`src/logic/ccr_map.svh`:
```
`ifndef CCR_MAP_SVH
`define CCR_MAP_SVH

// ----------------------------------------------------------------
// register indices (byte address is four times the index)
// ----------------------------------------------------------------
`define CCR_IDX_W 5
`define CCR_IDX_CFG 5'h0E
`define CCR_IDX_OCAL_U 5'h0F
`define CCR_IDX_OCAL_L 5'h10
`define CCR_IDX_GCAL_U 5'h11
`define CCR_IDX_GCAL_L 5'h12

// ----------------------------------------------------------------
// reset values and writable-bit masks
// ----------------------------------------------------------------
`define CCR_RST_CFG 16'h0000
`define CCR_RST_OCAL_U 16'h0000
`define CCR_RST_OCAL_L 16'h0000
`define CCR_RST_GCAL_U 16'h8000
`define CCR_RST_GCAL_L 16'h0000
`define CCR_WMASK_CFG 16'hFFC7
`define CCR_WMASK_UPPER 16'hFFFF
`define CCR_WMASK_LOWER 16'hFF00

// ----------------------------------------------------------------
// configuration word fields
// ----------------------------------------------------------------
`define CCR_PHASE_MSB 15
`define CCR_PHASE_LSB 6
`define CCR_DCOFF_BIT 2
`define CCR_MUX_MSB 1
`define CCR_MUX_LSB 0

// ----------------------------------------------------------------
// bus responses
// ----------------------------------------------------------------
`define CCR_RESP_OKAY 2'h0
`define CCR_RESP_SLVERR 2'h2

`endif

```
`src/logic/ccr_pkg.sv`:
```
`include "ccr_map.svh"

package ccr_pkg;
   typedef logic [15:0] ccr_word_t;
   typedef logic [`CCR_IDX_W-1:0] ccr_idx_t;
   typedef struct packed {
      logic hit;
      ccr_idx_t idx;
   } ccr_dec_t;
   typedef enum logic [1:0] {
      ccr_in_pins = 2'h0,
      ccr_in_short = 2'h1,
      ccr_in_pos_test = 2'h2,
      ccr_in_neg_test = 2'h3
   } ccr_input_t;
endpackage : ccr_pkg

```
`src/logic/ccr_wr_if.sv`:
```
`timescale 1ns/10ps

interface ccr_wr_if;
   import ccr_pkg::*;
   logic wr_en;
   ccr_word_t wdata;
   logic [1:0] wstrb;
   modport src (output wr_en, output wdata, output wstrb);
   modport dst (input wr_en, input wdata, input wstrb);
endinterface : ccr_wr_if

```
`src/logic/ccr_word_reg.sv`:
```
`timescale 1ns/10ps

module ccr_word_reg import ccr_pkg::*; #(
   parameter ccr_word_t RESET_VAL = 16'h0000,
   parameter ccr_word_t WMASK = 16'hFFFF
) (
   input wire logic aclk,
   input wire logic aresetn,
   input wire logic sel,
   ccr_wr_if.dst wr,
   output ccr_word_t q
);
   ccr_word_t lane_mask;

   // reserved bits are outside WMASK, so they never leave reset zero
   assign lane_mask = {{8{wr.wstrb[1]}}, {8{wr.wstrb[0]}}} & WMASK;

   always_ff @(posedge aclk) begin
      if (!aresetn) begin
         q <= RESET_VAL;
      end else if (wr.wr_en && sel) begin
         q <= (q & ~lane_mask) | (wr.wdata & lane_mask);
      end
   end
endmodule : ccr_word_reg

```
`src/logic/ccr_cfg_decode.sv`:
```
`timescale 1ns/10ps

module ccr_cfg_decode import ccr_pkg::*; #(
   parameter int GDC_W = 4
) (
   input wire logic aclk,
   input wire logic aresetn,
   input wire logic [1:0] chan_input_select,
   input wire logic chan_dc_filter_off,
   input wire logic [GDC_W-1:0] global_dc_filter_setting,
   output logic dc_filter_active,
   output logic [3:0] input_path
);
   logic [3:0] next_input_path;

   always_comb begin
      case (ccr_input_t'(chan_input_select))
         ccr_in_pins: next_input_path = 4'h1;
         ccr_in_short: next_input_path = 4'h2;
         ccr_in_pos_test: next_input_path = 4'h4;
         ccr_in_neg_test: next_input_path = 4'h8;
         default: next_input_path = 4'h1;
      endcase
   end

   always_ff @(posedge aclk) begin
      if (!aresetn) begin
         input_path <= 4'h1;
      end else begin
         input_path <= next_input_path;
      end
   end

   // a zero global setting means the filter is off for all channels
   always_ff @(posedge aclk) begin
      if (!aresetn) begin
         dc_filter_active <= 1'b0;
      end else begin
         dc_filter_active <= (global_dc_filter_setting != '0) &&
                             !chan_dc_filter_off;
      end
   end
endmodule : ccr_cfg_decode

```
`src/logic/ccr_chan_regs.sv`:
```
// Function
// - config bits 15:6 hold signed phase delay in modulator cycles, reset zero
// - config bit 2 set disables dc filter here; clear defers to global
// - config bits 1:0 pick input: pins, shorted, positive or negative test
// - upper offset register holds offset bits 23:8, all sixteen bits writable
// - lower offset register holds offset bits 7:0 high; low byte reads zero
// - upper gain register holds gain bits 23:8, all sixteen bits writable
// - lower gain register holds gain bits 7:0 high; low byte reads zero
// - upper gain register sits at index 11h and resets to 8000h
// - upper offset at index Fh, lower at 10h, both reset to zero
// - lower gain register sits at index 12h and resets to zero
`timescale 1ns/10ps
`include "ccr_map.svh"

module ccr_chan_regs import ccr_pkg::*; #(
   parameter int ADDR_W = 8,
   parameter int GDC_W = 4
) (
   input wire logic aclk,
   input wire logic aresetn,
   input wire logic [ADDR_W-1:0] awaddr,
   input wire logic [2:0] awprot,
   input wire logic awvalid,
   output logic awready,
   input wire logic [31:0] wdata,
   input wire logic [3:0] wstrb,
   input wire logic wvalid,
   output logic wready,
   output logic [1:0] bresp,
   output logic bvalid,
   input wire logic bready,
   input wire logic [ADDR_W-1:0] araddr,
   input wire logic [2:0] arprot,
   input wire logic arvalid,
   output logic arready,
   output logic [31:0] rdata,
   output logic [1:0] rresp,
   output logic rvalid,
   input wire logic rready,
   input wire logic [GDC_W-1:0] global_dc_filter_setting,
   output logic [9:0] chan_phase_delay,
   output logic chan_dc_filter_off,
   output logic [1:0] chan_input_select,
   output logic dc_filter_active,
   output logic [3:0] input_path,
   output logic [23:0] offset_cal,
   output logic [23:0] gain_cal
);
   // ----------------------------------------------------------------
   // address decode
   // ----------------------------------------------------------------
   function automatic ccr_dec_t ccr_addr_decode(
      input logic [ADDR_W-1:0] a
   );
      ccr_dec_t d;
      d.idx = a[`CCR_IDX_W+1:2];
      d.hit = (a[1:0] == 2'h0) &&
              ((a >> (`CCR_IDX_W + 2)) == '0) &&
              (d.idx >= `CCR_IDX_CFG) && (d.idx <= `CCR_IDX_GCAL_L);
      return d;
   endfunction : ccr_addr_decode

   logic [ADDR_W-1:0] aw_addr_q;
   ccr_word_t w_data_q;
   logic [1:0] w_strb_q;
   logic wr_commit;
   ccr_dec_t wr_dec;
   ccr_dec_t rd_dec;
   ccr_word_t rd_word;
   ccr_word_t cfg_q;
   ccr_word_t ocu_q;
   ccr_word_t ocl_q;
   ccr_word_t gcu_q;
   ccr_word_t gcl_q;

   ccr_wr_if wr ();

   assign wr_dec = ccr_addr_decode(aw_addr_q);
   assign rd_dec = ccr_addr_decode(araddr);

   // ----------------------------------------------------------------
   // write channels: address and data taken in either order
   // ----------------------------------------------------------------
   // both captured and no response pending; one write in flight at most
   assign wr_commit = !awready && !wready && !bvalid;

   always_ff @(posedge aclk) begin
      if (!aresetn) begin
         awready <= 1'b1;
         aw_addr_q <= '0;
      end else if (awvalid && awready) begin
         awready <= 1'b0;
         aw_addr_q <= awaddr;
      end else if (wr_commit) begin
         awready <= 1'b1;
      end
   end

   always_ff @(posedge aclk) begin
      if (!aresetn) begin
         wready <= 1'b1;
         w_data_q <= 16'h0000;
         w_strb_q <= 2'h0;
      end else if (wvalid && wready) begin
         wready <= 1'b0;
         w_data_q <= wdata[15:0];
         w_strb_q <= wstrb[1:0];
      end else if (wr_commit) begin
         wready <= 1'b1;
      end
   end

   always_ff @(posedge aclk) begin
      if (!aresetn) begin
         bvalid <= 1'b0;
         bresp <= `CCR_RESP_OKAY;
      end else if (wr_commit) begin
         bvalid <= 1'b1;
         bresp <= wr_dec.hit ? `CCR_RESP_OKAY : `CCR_RESP_SLVERR;
      end else if (bready) begin
         bvalid <= 1'b0;
      end
   end

   // upper data lanes have no storage; their strobes are ignored
   assign wr.wr_en = wr_commit && wr_dec.hit;
   assign wr.wdata = w_data_q;
   assign wr.wstrb = w_strb_q;

   // ----------------------------------------------------------------
   // register words
   // ----------------------------------------------------------------
   ccr_word_reg #(
      .RESET_VAL(`CCR_RST_CFG),
      .WMASK(`CCR_WMASK_CFG)
   ) u_cfg (
      .aclk(aclk),
      .aresetn(aresetn),
      .sel(wr_dec.idx == `CCR_IDX_CFG),
      .wr(wr.dst),
      .q(cfg_q)
   );

   ccr_word_reg #(
      .RESET_VAL(`CCR_RST_OCAL_U),
      .WMASK(`CCR_WMASK_UPPER)
   ) u_ocal_u (
      .aclk(aclk),
      .aresetn(aresetn),
      .sel(wr_dec.idx == `CCR_IDX_OCAL_U),
      .wr(wr.dst),
      .q(ocu_q)
   );

   ccr_word_reg #(
      .RESET_VAL(`CCR_RST_OCAL_L),
      .WMASK(`CCR_WMASK_LOWER)
   ) u_ocal_l (
      .aclk(aclk),
      .aresetn(aresetn),
      .sel(wr_dec.idx == `CCR_IDX_OCAL_L),
      .wr(wr.dst),
      .q(ocl_q)
   );

   ccr_word_reg #(
      .RESET_VAL(`CCR_RST_GCAL_U),
      .WMASK(`CCR_WMASK_UPPER)
   ) u_gcal_u (
      .aclk(aclk),
      .aresetn(aresetn),
      .sel(wr_dec.idx == `CCR_IDX_GCAL_U),
      .wr(wr.dst),
      .q(gcu_q)
   );

   ccr_word_reg #(
      .RESET_VAL(`CCR_RST_GCAL_L),
      .WMASK(`CCR_WMASK_LOWER)
   ) u_gcal_l (
      .aclk(aclk),
      .aresetn(aresetn),
      .sel(wr_dec.idx == `CCR_IDX_GCAL_L),
      .wr(wr.dst),
      .q(gcl_q)
   );

   // ----------------------------------------------------------------
   // fields toward the converter datapath
   // ----------------------------------------------------------------
   assign chan_phase_delay = cfg_q[`CCR_PHASE_MSB:`CCR_PHASE_LSB];
   assign chan_dc_filter_off = cfg_q[`CCR_DCOFF_BIT];
   assign chan_input_select = cfg_q[`CCR_MUX_MSB:`CCR_MUX_LSB];
   assign offset_cal = {ocu_q, ocl_q[15:8]};
   assign gain_cal = {gcu_q, gcl_q[15:8]};

   ccr_cfg_decode #(
      .GDC_W(GDC_W)
   ) u_decode (
      .aclk(aclk),
      .aresetn(aresetn),
      .chan_input_select(chan_input_select),
      .chan_dc_filter_off(chan_dc_filter_off),
      .global_dc_filter_setting(global_dc_filter_setting),
      .dc_filter_active(dc_filter_active),
      .input_path(input_path)
   );

   // ----------------------------------------------------------------
   // read channel
   // ----------------------------------------------------------------
   always_comb begin
      case (rd_dec.idx)
         `CCR_IDX_CFG: rd_word = cfg_q;
         `CCR_IDX_OCAL_U: rd_word = ocu_q;
         `CCR_IDX_OCAL_L: rd_word = ocl_q;
         `CCR_IDX_GCAL_U: rd_word = gcu_q;
         `CCR_IDX_GCAL_L: rd_word = gcl_q;
         default: rd_word = 16'h0000;
      endcase
   end

   // read sees the pre-write value if a write commits on the same edge
   always_ff @(posedge aclk) begin
      if (!aresetn) begin
         arready <= 1'b1;
         rvalid <= 1'b0;
         rdata <= 32'h0000_0000;
         rresp <= `CCR_RESP_OKAY;
      end else if (arvalid && arready) begin
         arready <= 1'b0;
         rvalid <= 1'b1;
         rdata <= rd_dec.hit ? {16'h0000, rd_word} : 32'h0000_0000;
         rresp <= rd_dec.hit ? `CCR_RESP_OKAY : `CCR_RESP_SLVERR;
      end else if (rvalid && rready) begin
         arready <= 1'b1;
         rvalid <= 1'b0;
      end
   end
endmodule : ccr_chan_regs

```
`config.mk`:
```
export PLATFORM = sky130hd
export DESIGN_NAME = ccr_chan_regs
export DESIGN_NICKNAME = d
export VERILOG_FILES = /design/src/logic/ccr_pkg.sv /design/src/logic/ccr_wr_if.sv /design/src/logic/ccr_word_reg.sv /design/src/logic/ccr_cfg_decode.sv /design/src/logic/ccr_chan_regs.sv
export VERILOG_INCLUDE_DIRS = /design/src /design/src/logic
export SDC_FILE = /design/constraint.sdc
export NUM_CORES = 1
export LEC_CHECK = 0
export BUFFER_PORTS_ARGS = -buffer_cell sky130_fd_sc_hd__buf_2
export CORE_ASPECT_RATIO = 2
export CORE_MARGIN = 1
export CORE_UTILIZATION = 44
export CTS_BUF_LIST = sky130_fd_sc_hd__clkbuf_8
export DETAILED_ROUTE_END_ITERATION = 10
export GPL_TIMING_DRIVEN = 0
export PLACE_DENSITY = 0.82
export SYNTH_ARGS = -nofsm -noshare
export SYNTH_HDL_FRONTEND = slang
export SYNTH_SLANG_ARGS = --single-unit
export TNS_END_PERCENT = 50
```
`constraint.sdc`:
```
create_clock -name aclk -period 3.6 [get_ports aclk]
set_input_delay 0.18 -clock aclk [delete_from_list [all_inputs] [get_ports aclk]]
set_output_delay 0.18 -clock aclk [all_outputs]
set_load 0.05 [all_outputs]
```
==> results of run 1 <==
==> Yosys cell counts, drive strengths merged, types with 2 or more instances <==
library cell / n
nor2b: 33
nor3: 3
clkbuf: 21
o22ai: 8
nand4: 9
nand2: 86
buf: 28
nor2: 3
a21boi: 28
mux2i: 48
o21ai: 49
a22oi: 5
and4b: 2
a21oi: 9
a22o: 8
and3b: 3
and2: 6
dfxtp: 115
nand3: 40
nor3b: 4
nand2b: 4
==> cell type report <==
| type | count | area [sq um] | share of cell area |
|---|---|---|---|
| repair buffers | 147 | 820.8 | 0.1281 |
| clock buffers | 20 | 275.3 | 0.04295 |
| clock inverters | 12 | 177.7 | 0.02772 |
| well taps | 140 | 175.2 | 0.02733 |
| flip-flops and latches | 115 | 2302 | 0.3592 |
| plain buffers | 49 | 259.0 | 0.04041 |
| multi-input cells | 376 | 2399 | 0.3743 |
==> metrics by stage <==
stage / area [sq um] / hold WS (ns) / setup slack [ns]
6_report: 6409 / 0.009909 / 1.616
4_1_cts: 6409 / 0.003158 / 1.627
3_3_place_gp: 5786 / 0.4322 / 1.685
5_1_grt: 6409 / 0.008158 / 1.490
3_5_place_dp: 5786 / 0.4391 / 1.631
2_1_floorplan: 4960 / 0.3249 / 1.690
==> worst reg2reg max path: cells and delay by family (launching register included) <==
kind / cells / cell delay (ns)
mux: 1 / 0.31
flops: 1 / 0.38
simple gates: 3 / 1.19
==> worst min-delay path by stage <==
stage,startpoint,to,slack [ns],cells after the start
floorplan,wdata[10],w_data_q[10],0.32,2
global placement,rdata[3],rdata[3],0.43,2
detailed placement,wstrb[0],w_strb_q[0],0.44,3
CTS,wdata[15],w_data_q[15],0.003,3
global route,wdata[10],w_data_q[10],0.008,3
finish,wdata[10],w_data_q[10],0.01,3
==> power breakdown <==
part / switching, W / internal [W] / total, W
registers: 0.0000267 / 0.00130 / 0.00132
logic: 0.000175 / 0.0000912 / 0.000266
clock network: 0.000544 / 0.000809 / 0.00135
total: 0.000745 / 0.00220 / 0.00294
==> routing by layer <==
layer  vias up  wire (um)  track usage
met5         -          0            0
li1       2160          -            -
met3        50        764      0.07349
met1      2045       4639       0.2097
met4         0        698       0.1587
met2       159       7776       0.4730
==> kinds of logic after synthesis <==
kind of cell	count (synthesis)	share of synthesized area
buffers and inverters	49	0.05290
AND/OR/NAND/NOR	200	0.2379
flip-flops	115	0.4702
AO/OA/AOI/OAI	110	0.1401
multiplexers	48	0.09813
other	1	0.0007659
==> impl_metrics.tcl, run 1 <==
set metrics [dict create \
    initial_core_util 0.4501 \
    num_rows 54 \
    syn_to_final_growth_pct 30.90 \
    ff2ff_setup_slack_ns 1.62 \
    crit_chain "nor3_4 -> nand4_4 -> mux2i_1 -> nor2b_1" \
    grt_max_degree 17 \
    finClkSkew_ns 0.01130 \
    syn_inst 523 \
    dp_hpwl_um 10630 \
    run_status "finished, final reports clean" \
    cpLargestDelayFamily "simple AND/OR/NAND/NOR gates" \
    final_common_cell "buf_2" \
    hold_buffers 17 \
    grt_setup_unrepaired "false" \
    track_usage 0.2430 \
    yosysUniqueCellTypes 39 \
    drv_slew 0 \
    fillers 982 \
    path_class "reg2reg" \
    r2r_cells 4 \
    synth_area_leaders "dfxtp_1, mux2i_1, nand2_1" \
    clk_latency_ns 0.44 \
    tightest_slew_ns 0.8611 \
    drc_errors 0 \
    dieHeight_um 151.2 \
    yosys_most_used_dff "dfxtp_1" \
    critPathBufInv 0 \
    hold_class "in2reg" \
    dieArea_sq_mm 0.01158 \
    leakage_nw 2.929 \
    htreeDepth 4 \
    dpl.cell_count 810 \
    synth_area_per_cell_sq_um 9.361 \
    critPathArrivalTime_ns 2.31 \
    pin_count 176 \
    cp_max_fo 10 \
    io_buffers 130 \
    required_ns 3.93 \
    timing.rr.start "wready" \
    place_congestion 0.8616 \
    netlist_area_sq_mm 0.004896 \
    power.total_w 0.002942 \
    drtAntennaViolNets 0 \
    clk_pin_slew_ns 0.07 \
    routed_wl_um 13880 \
    yosysTopAreaCell "dfxtp_1" \
    cts.repair.resized 0 \
    power_density_mw_per_mm2 459.1 \
    setup_violations 0 \
    cts_sinks 115 \
    slowest_stage "nor3_4" \
    drive_gt1_frac 0.2809 \
    first_pass_iters 5 \
    crit_start "wready" \
    post_drt_wl_per_cell_um 16.16 \
    synth_top_area_share 0.4702 \
    numCtsBuffers 17 \
    dr_total_vias 4414 \
    vias_per_cell 5.139 \
    drt_iter0_drc 165 \
    synth_warnings 0 \
    cp.depth 4 \
    tritoncts "built" \
    worst_ir_drop_vdd_v 0.0002620 \
    fp.dieW_um 76.59 \
    layout_min_cycle_time_ns 1.984 \
    fp.coreArea_sq_mm 0.01088 \
    nNetsFinal 775 \
    postLayoutCoreUtil 0.5891 \
    ctsRootBufferMaster "clkbuf_8" \
    tns_ns 0 \
    grt_pass1_wl_um 21220 \
    cts_buffer_depth 2 \
    timing.slew.headroom 0.4240 \
    hold_viol 0 \
    synth_edf_count 0 \
    async_flop_share 0 \
    layout.cells.non_filler 859 \
    grt_remaining_overflow 0 \
    grt_pass1_vias 4302 \
    start_kind "register" \
    yosysSeqAreaShare 0.4702 \
    ys_seq_elements 115 \
    post_cts_buffers 0 \
    drv_cap 0 \
    finalCritPeriodShare 0.5512 \
    max_freq_mhz 503.9 \
    grt_antenna_before_repair 0 \
    antennaDiodeCount 0 \
    endpoint_kind "register" \
    final_cell_mix "buf_2, dfxtp_1, nand2_1" \
    critPathMaxStageDelay_ns 0.73 \
]
Power figures use the tool's default switching activity.
==> run 2, diff against run 1 <==
==> constraint.sdc (replaced) <==
create_clock -name aclk -period 1.84 [get_ports aclk]
set_input_delay 0.092 -clock aclk [delete_from_list [all_inputs] [get_ports aclk]]
set_output_delay 0.092 -clock aclk [all_outputs]
set_load 0.05 [all_outputs]
==> run 2 against run 1 <==
Net effect: combinational power rose by 110%; clock power increased by 65%; clock skew hardly changed; design area increased by 2.1%; sequential share of layout area is 0.70 points lower; count of clock-buffer cells in the layout decreased by 1; register-to-register slack worse by 1.5 ns; total power rose by 83%; highest routed layer unchanged.
==> impl_metrics.tcl, run 2 (synthesized netlist as in run 1, its figures left out) <==
set metrics [dict create \
    run_status "finished, final reports clean" \
    dp_hpwl_um 10490 \
    htreeDepth 4 \
    setup_violations 0 \
    hold_depth 4 \
    p_comb_frac 0.106 \
    pwr-share-clk 0.414 \
    grt_remaining_overflow 0 \
    finalCritPeriodShare 0.9289 \
    hold_viol 0 \
    worst_ir_drop_vdd_v 0.0004755 \
    numCtsBuffers 17 \
    fp.coreArea_sq_mm 0.01088 \
    critPathArrivalTime_ns 2.02 \
    grt_max_degree 17 \
    required_ns 2.15 \
    initial_core_util 0.4501 \
    r2r_cells 5 \
    p_int_w 0.004002 \
    drc_errors 0 \
    grt_pass1_vias 4509 \
    post_drt_wl_per_cell_um 15.80 \
    finalInstanceArea_sq_mm 0.006546 \
    io_buffers 130 \
    drt_iter0_drc 178 \
    place_congestion 0.8444 \
    nNetsFinal 793 \
    path_class "reg2reg" \
    pin_count 176 \
    hold_end "rresp[1]" \
    track_usage 0.2454 \
    routed_wl_um 13840 \
    critPathMaxStageDelay_ns 0.51 \
    cpLargestDelayFamily "simple AND/OR/NAND/NOR gates" \
    leakage_nw 3.009 \
    drv_slew 0 \
    power_density_mw_per_mm2 823.6 \
    tritoncts "built" \
    final_cell_mix "buf_2, dfxtp_1, nand2_1" \
    switching_share 0.2577 \
    antennaDiodeCount 0 \
    tightest_slew_ns 0.8386 \
    first_pass_iters 4 \
    syn_to_final_growth_pct 33.71 \
    slowest_stage "and4b_1" \
    max_freq_mhz 585.1 \
    vias_per_cell 5.137 \
    finClkSkew_ns 0.01158 \
    cts_sinks 115 \
    clk_latency_ns 0.43 \
    layout_min_cycle_time_ns 1.709 \
    power.total_w 0.005392 \
    power_frac_seq 0.480 \
    final_common_cell "buf_2" \
    dpl_cell_area_sq_mm 0.005789 \
    cp_max_fo 10 \
    cts_buffer_depth 2 \
    drtAntennaViolNets 0 \
    timing.slew.headroom 0.4395 \
    critPathBufInv 1 \
    min_from "araddr[7]" \
    drv_cap 0 \
    hold_class "in2reg" \
    grt_antenna_before_repair 0 \
    dieHeight_um 151.2 \
    crit_chain "and4b_1 -> nand4_4 -> buf_2 -> nand3_1 -> o21ai_1" \
    fp.dieW_um 76.59 \
    num_rows 54 \
    clk_pin_slew_ns 0.07 \
    start_kind "register" \
    ff2ff_setup_slack_ns 0.13 \
    switchingPower_w 0.001390 \
    timing.rr.start "aw_addr_q[3]" \
    grt_pass1_wl_um 21760 \
    ctsRootBufferMaster "clkbuf_8" \
    dr_total_vias 4500 \
    endpoint_kind "register" \
    grt_setup_unrepaired "false" \
    drive_gt1_frac 0.2813 \
    dieArea_sq_mm 0.01158 \
]
[run 2: cell types whose count changed in the layout (fill, tap and decap cells not counted), moves of 2 or more]
cell	change
inv_1	+2
dfxtp_2	+3
clkinv_2	+3
bufinv_16	-2
dfxtp_1	-3
buf_12	+2
dlygate4sd3_1	+15
buf_4	+2
clkinvlp_4	-2
[run 2: repair_timing]
action	4_1_cts	5_1_grt
setup endpoints to repair	38	4
pin swaps	2	0
resized for setup	0	3
setup buffers	4	0
cloned	0	0
hold buffers	32	0
endpoints found under the hold margin	31	0
[run 2: area by class of cell]
cell class / count / area (sq um)
buffer: 48 / 256.5
clock buffer: 19 / 261.5
clock inverter: 12 / 116.4
fill: 961 / 4332
multi-input combinational: 376 / 2405
sequential: 115 / 2306
tap: 140 / 175.2
timing repair buffer: 166 / 1026
[run 2: stage by stage]
stage,worst slack [ns],std cells,utilization,TNS [ns],hold WS [ns]
global placement,-0.05790,810,0.5322,-0.3712,0.3493
finish,0.1309,876,0.6018,0,0.03288
CTS,0.07181,876,0.6011,0,0.02133
detailed placement,-0.1142,810,0.5322,-1.380,0.3574
global route,0.02446,876,0.6018,0,0.06398
floorplan,0.06876,540,-,0,0.2369
[run 2: how the worst max path moves through the flow]
stage / startpoint / slack, ns / end / cells after the start
after floorplan: bvalid / 0.07 / register / 5
final: aw_addr_q[3] / 0.13 / register / 5
after detailed placement: bvalid / -0.11 / register / 5
after CTS: aw_addr_q[6] / 0.07 / register / 4
after global routing: aw_addr_q[3] / 0.02 / register / 5
after global placement: bvalid / -0.06 / register / 5
[run 2: metal layers]
layer / global-route usage / vias to the layer above / share of wire
met3: 0.06325 / 29 / 0.053
met5: 0 / - / 0
met4: 0.1346 / 0 / 0.029
met1: 0.2217 / 2111 / 0.34
met2: 0.4860 / 156 / 0.58
li1: - / 2204 / -
[run 2: worst reg2reg max path, stage by stage, from the launching register on]
cell     delay [ns]
dfxtp_1        0.43
and4b_1        0.51
nand4_4        0.22
buf_2          0.24
nand3_1        0.10
o21ai_1        0.08
[run 2: power groups by stage]
| stage | Combinational (W) | Sequential, W | Clock, W |
|---|---|---|---|
| 2_1_floorplan | 0.000319 | 0.00267 | 0 |
| 3_3_place_gp | 0.000482 | 0.00264 | 0 |
| 3_5_place_dp | 0.000492 | 0.00264 | 0 |
| 4_1_cts | 0.000567 | 0.00259 | 0.00225 |
| 5_1_grt | 0.000613 | 0.00259 | 0.00237 |
| 6_report | 0.000571 | 0.00259 | 0.00223 |
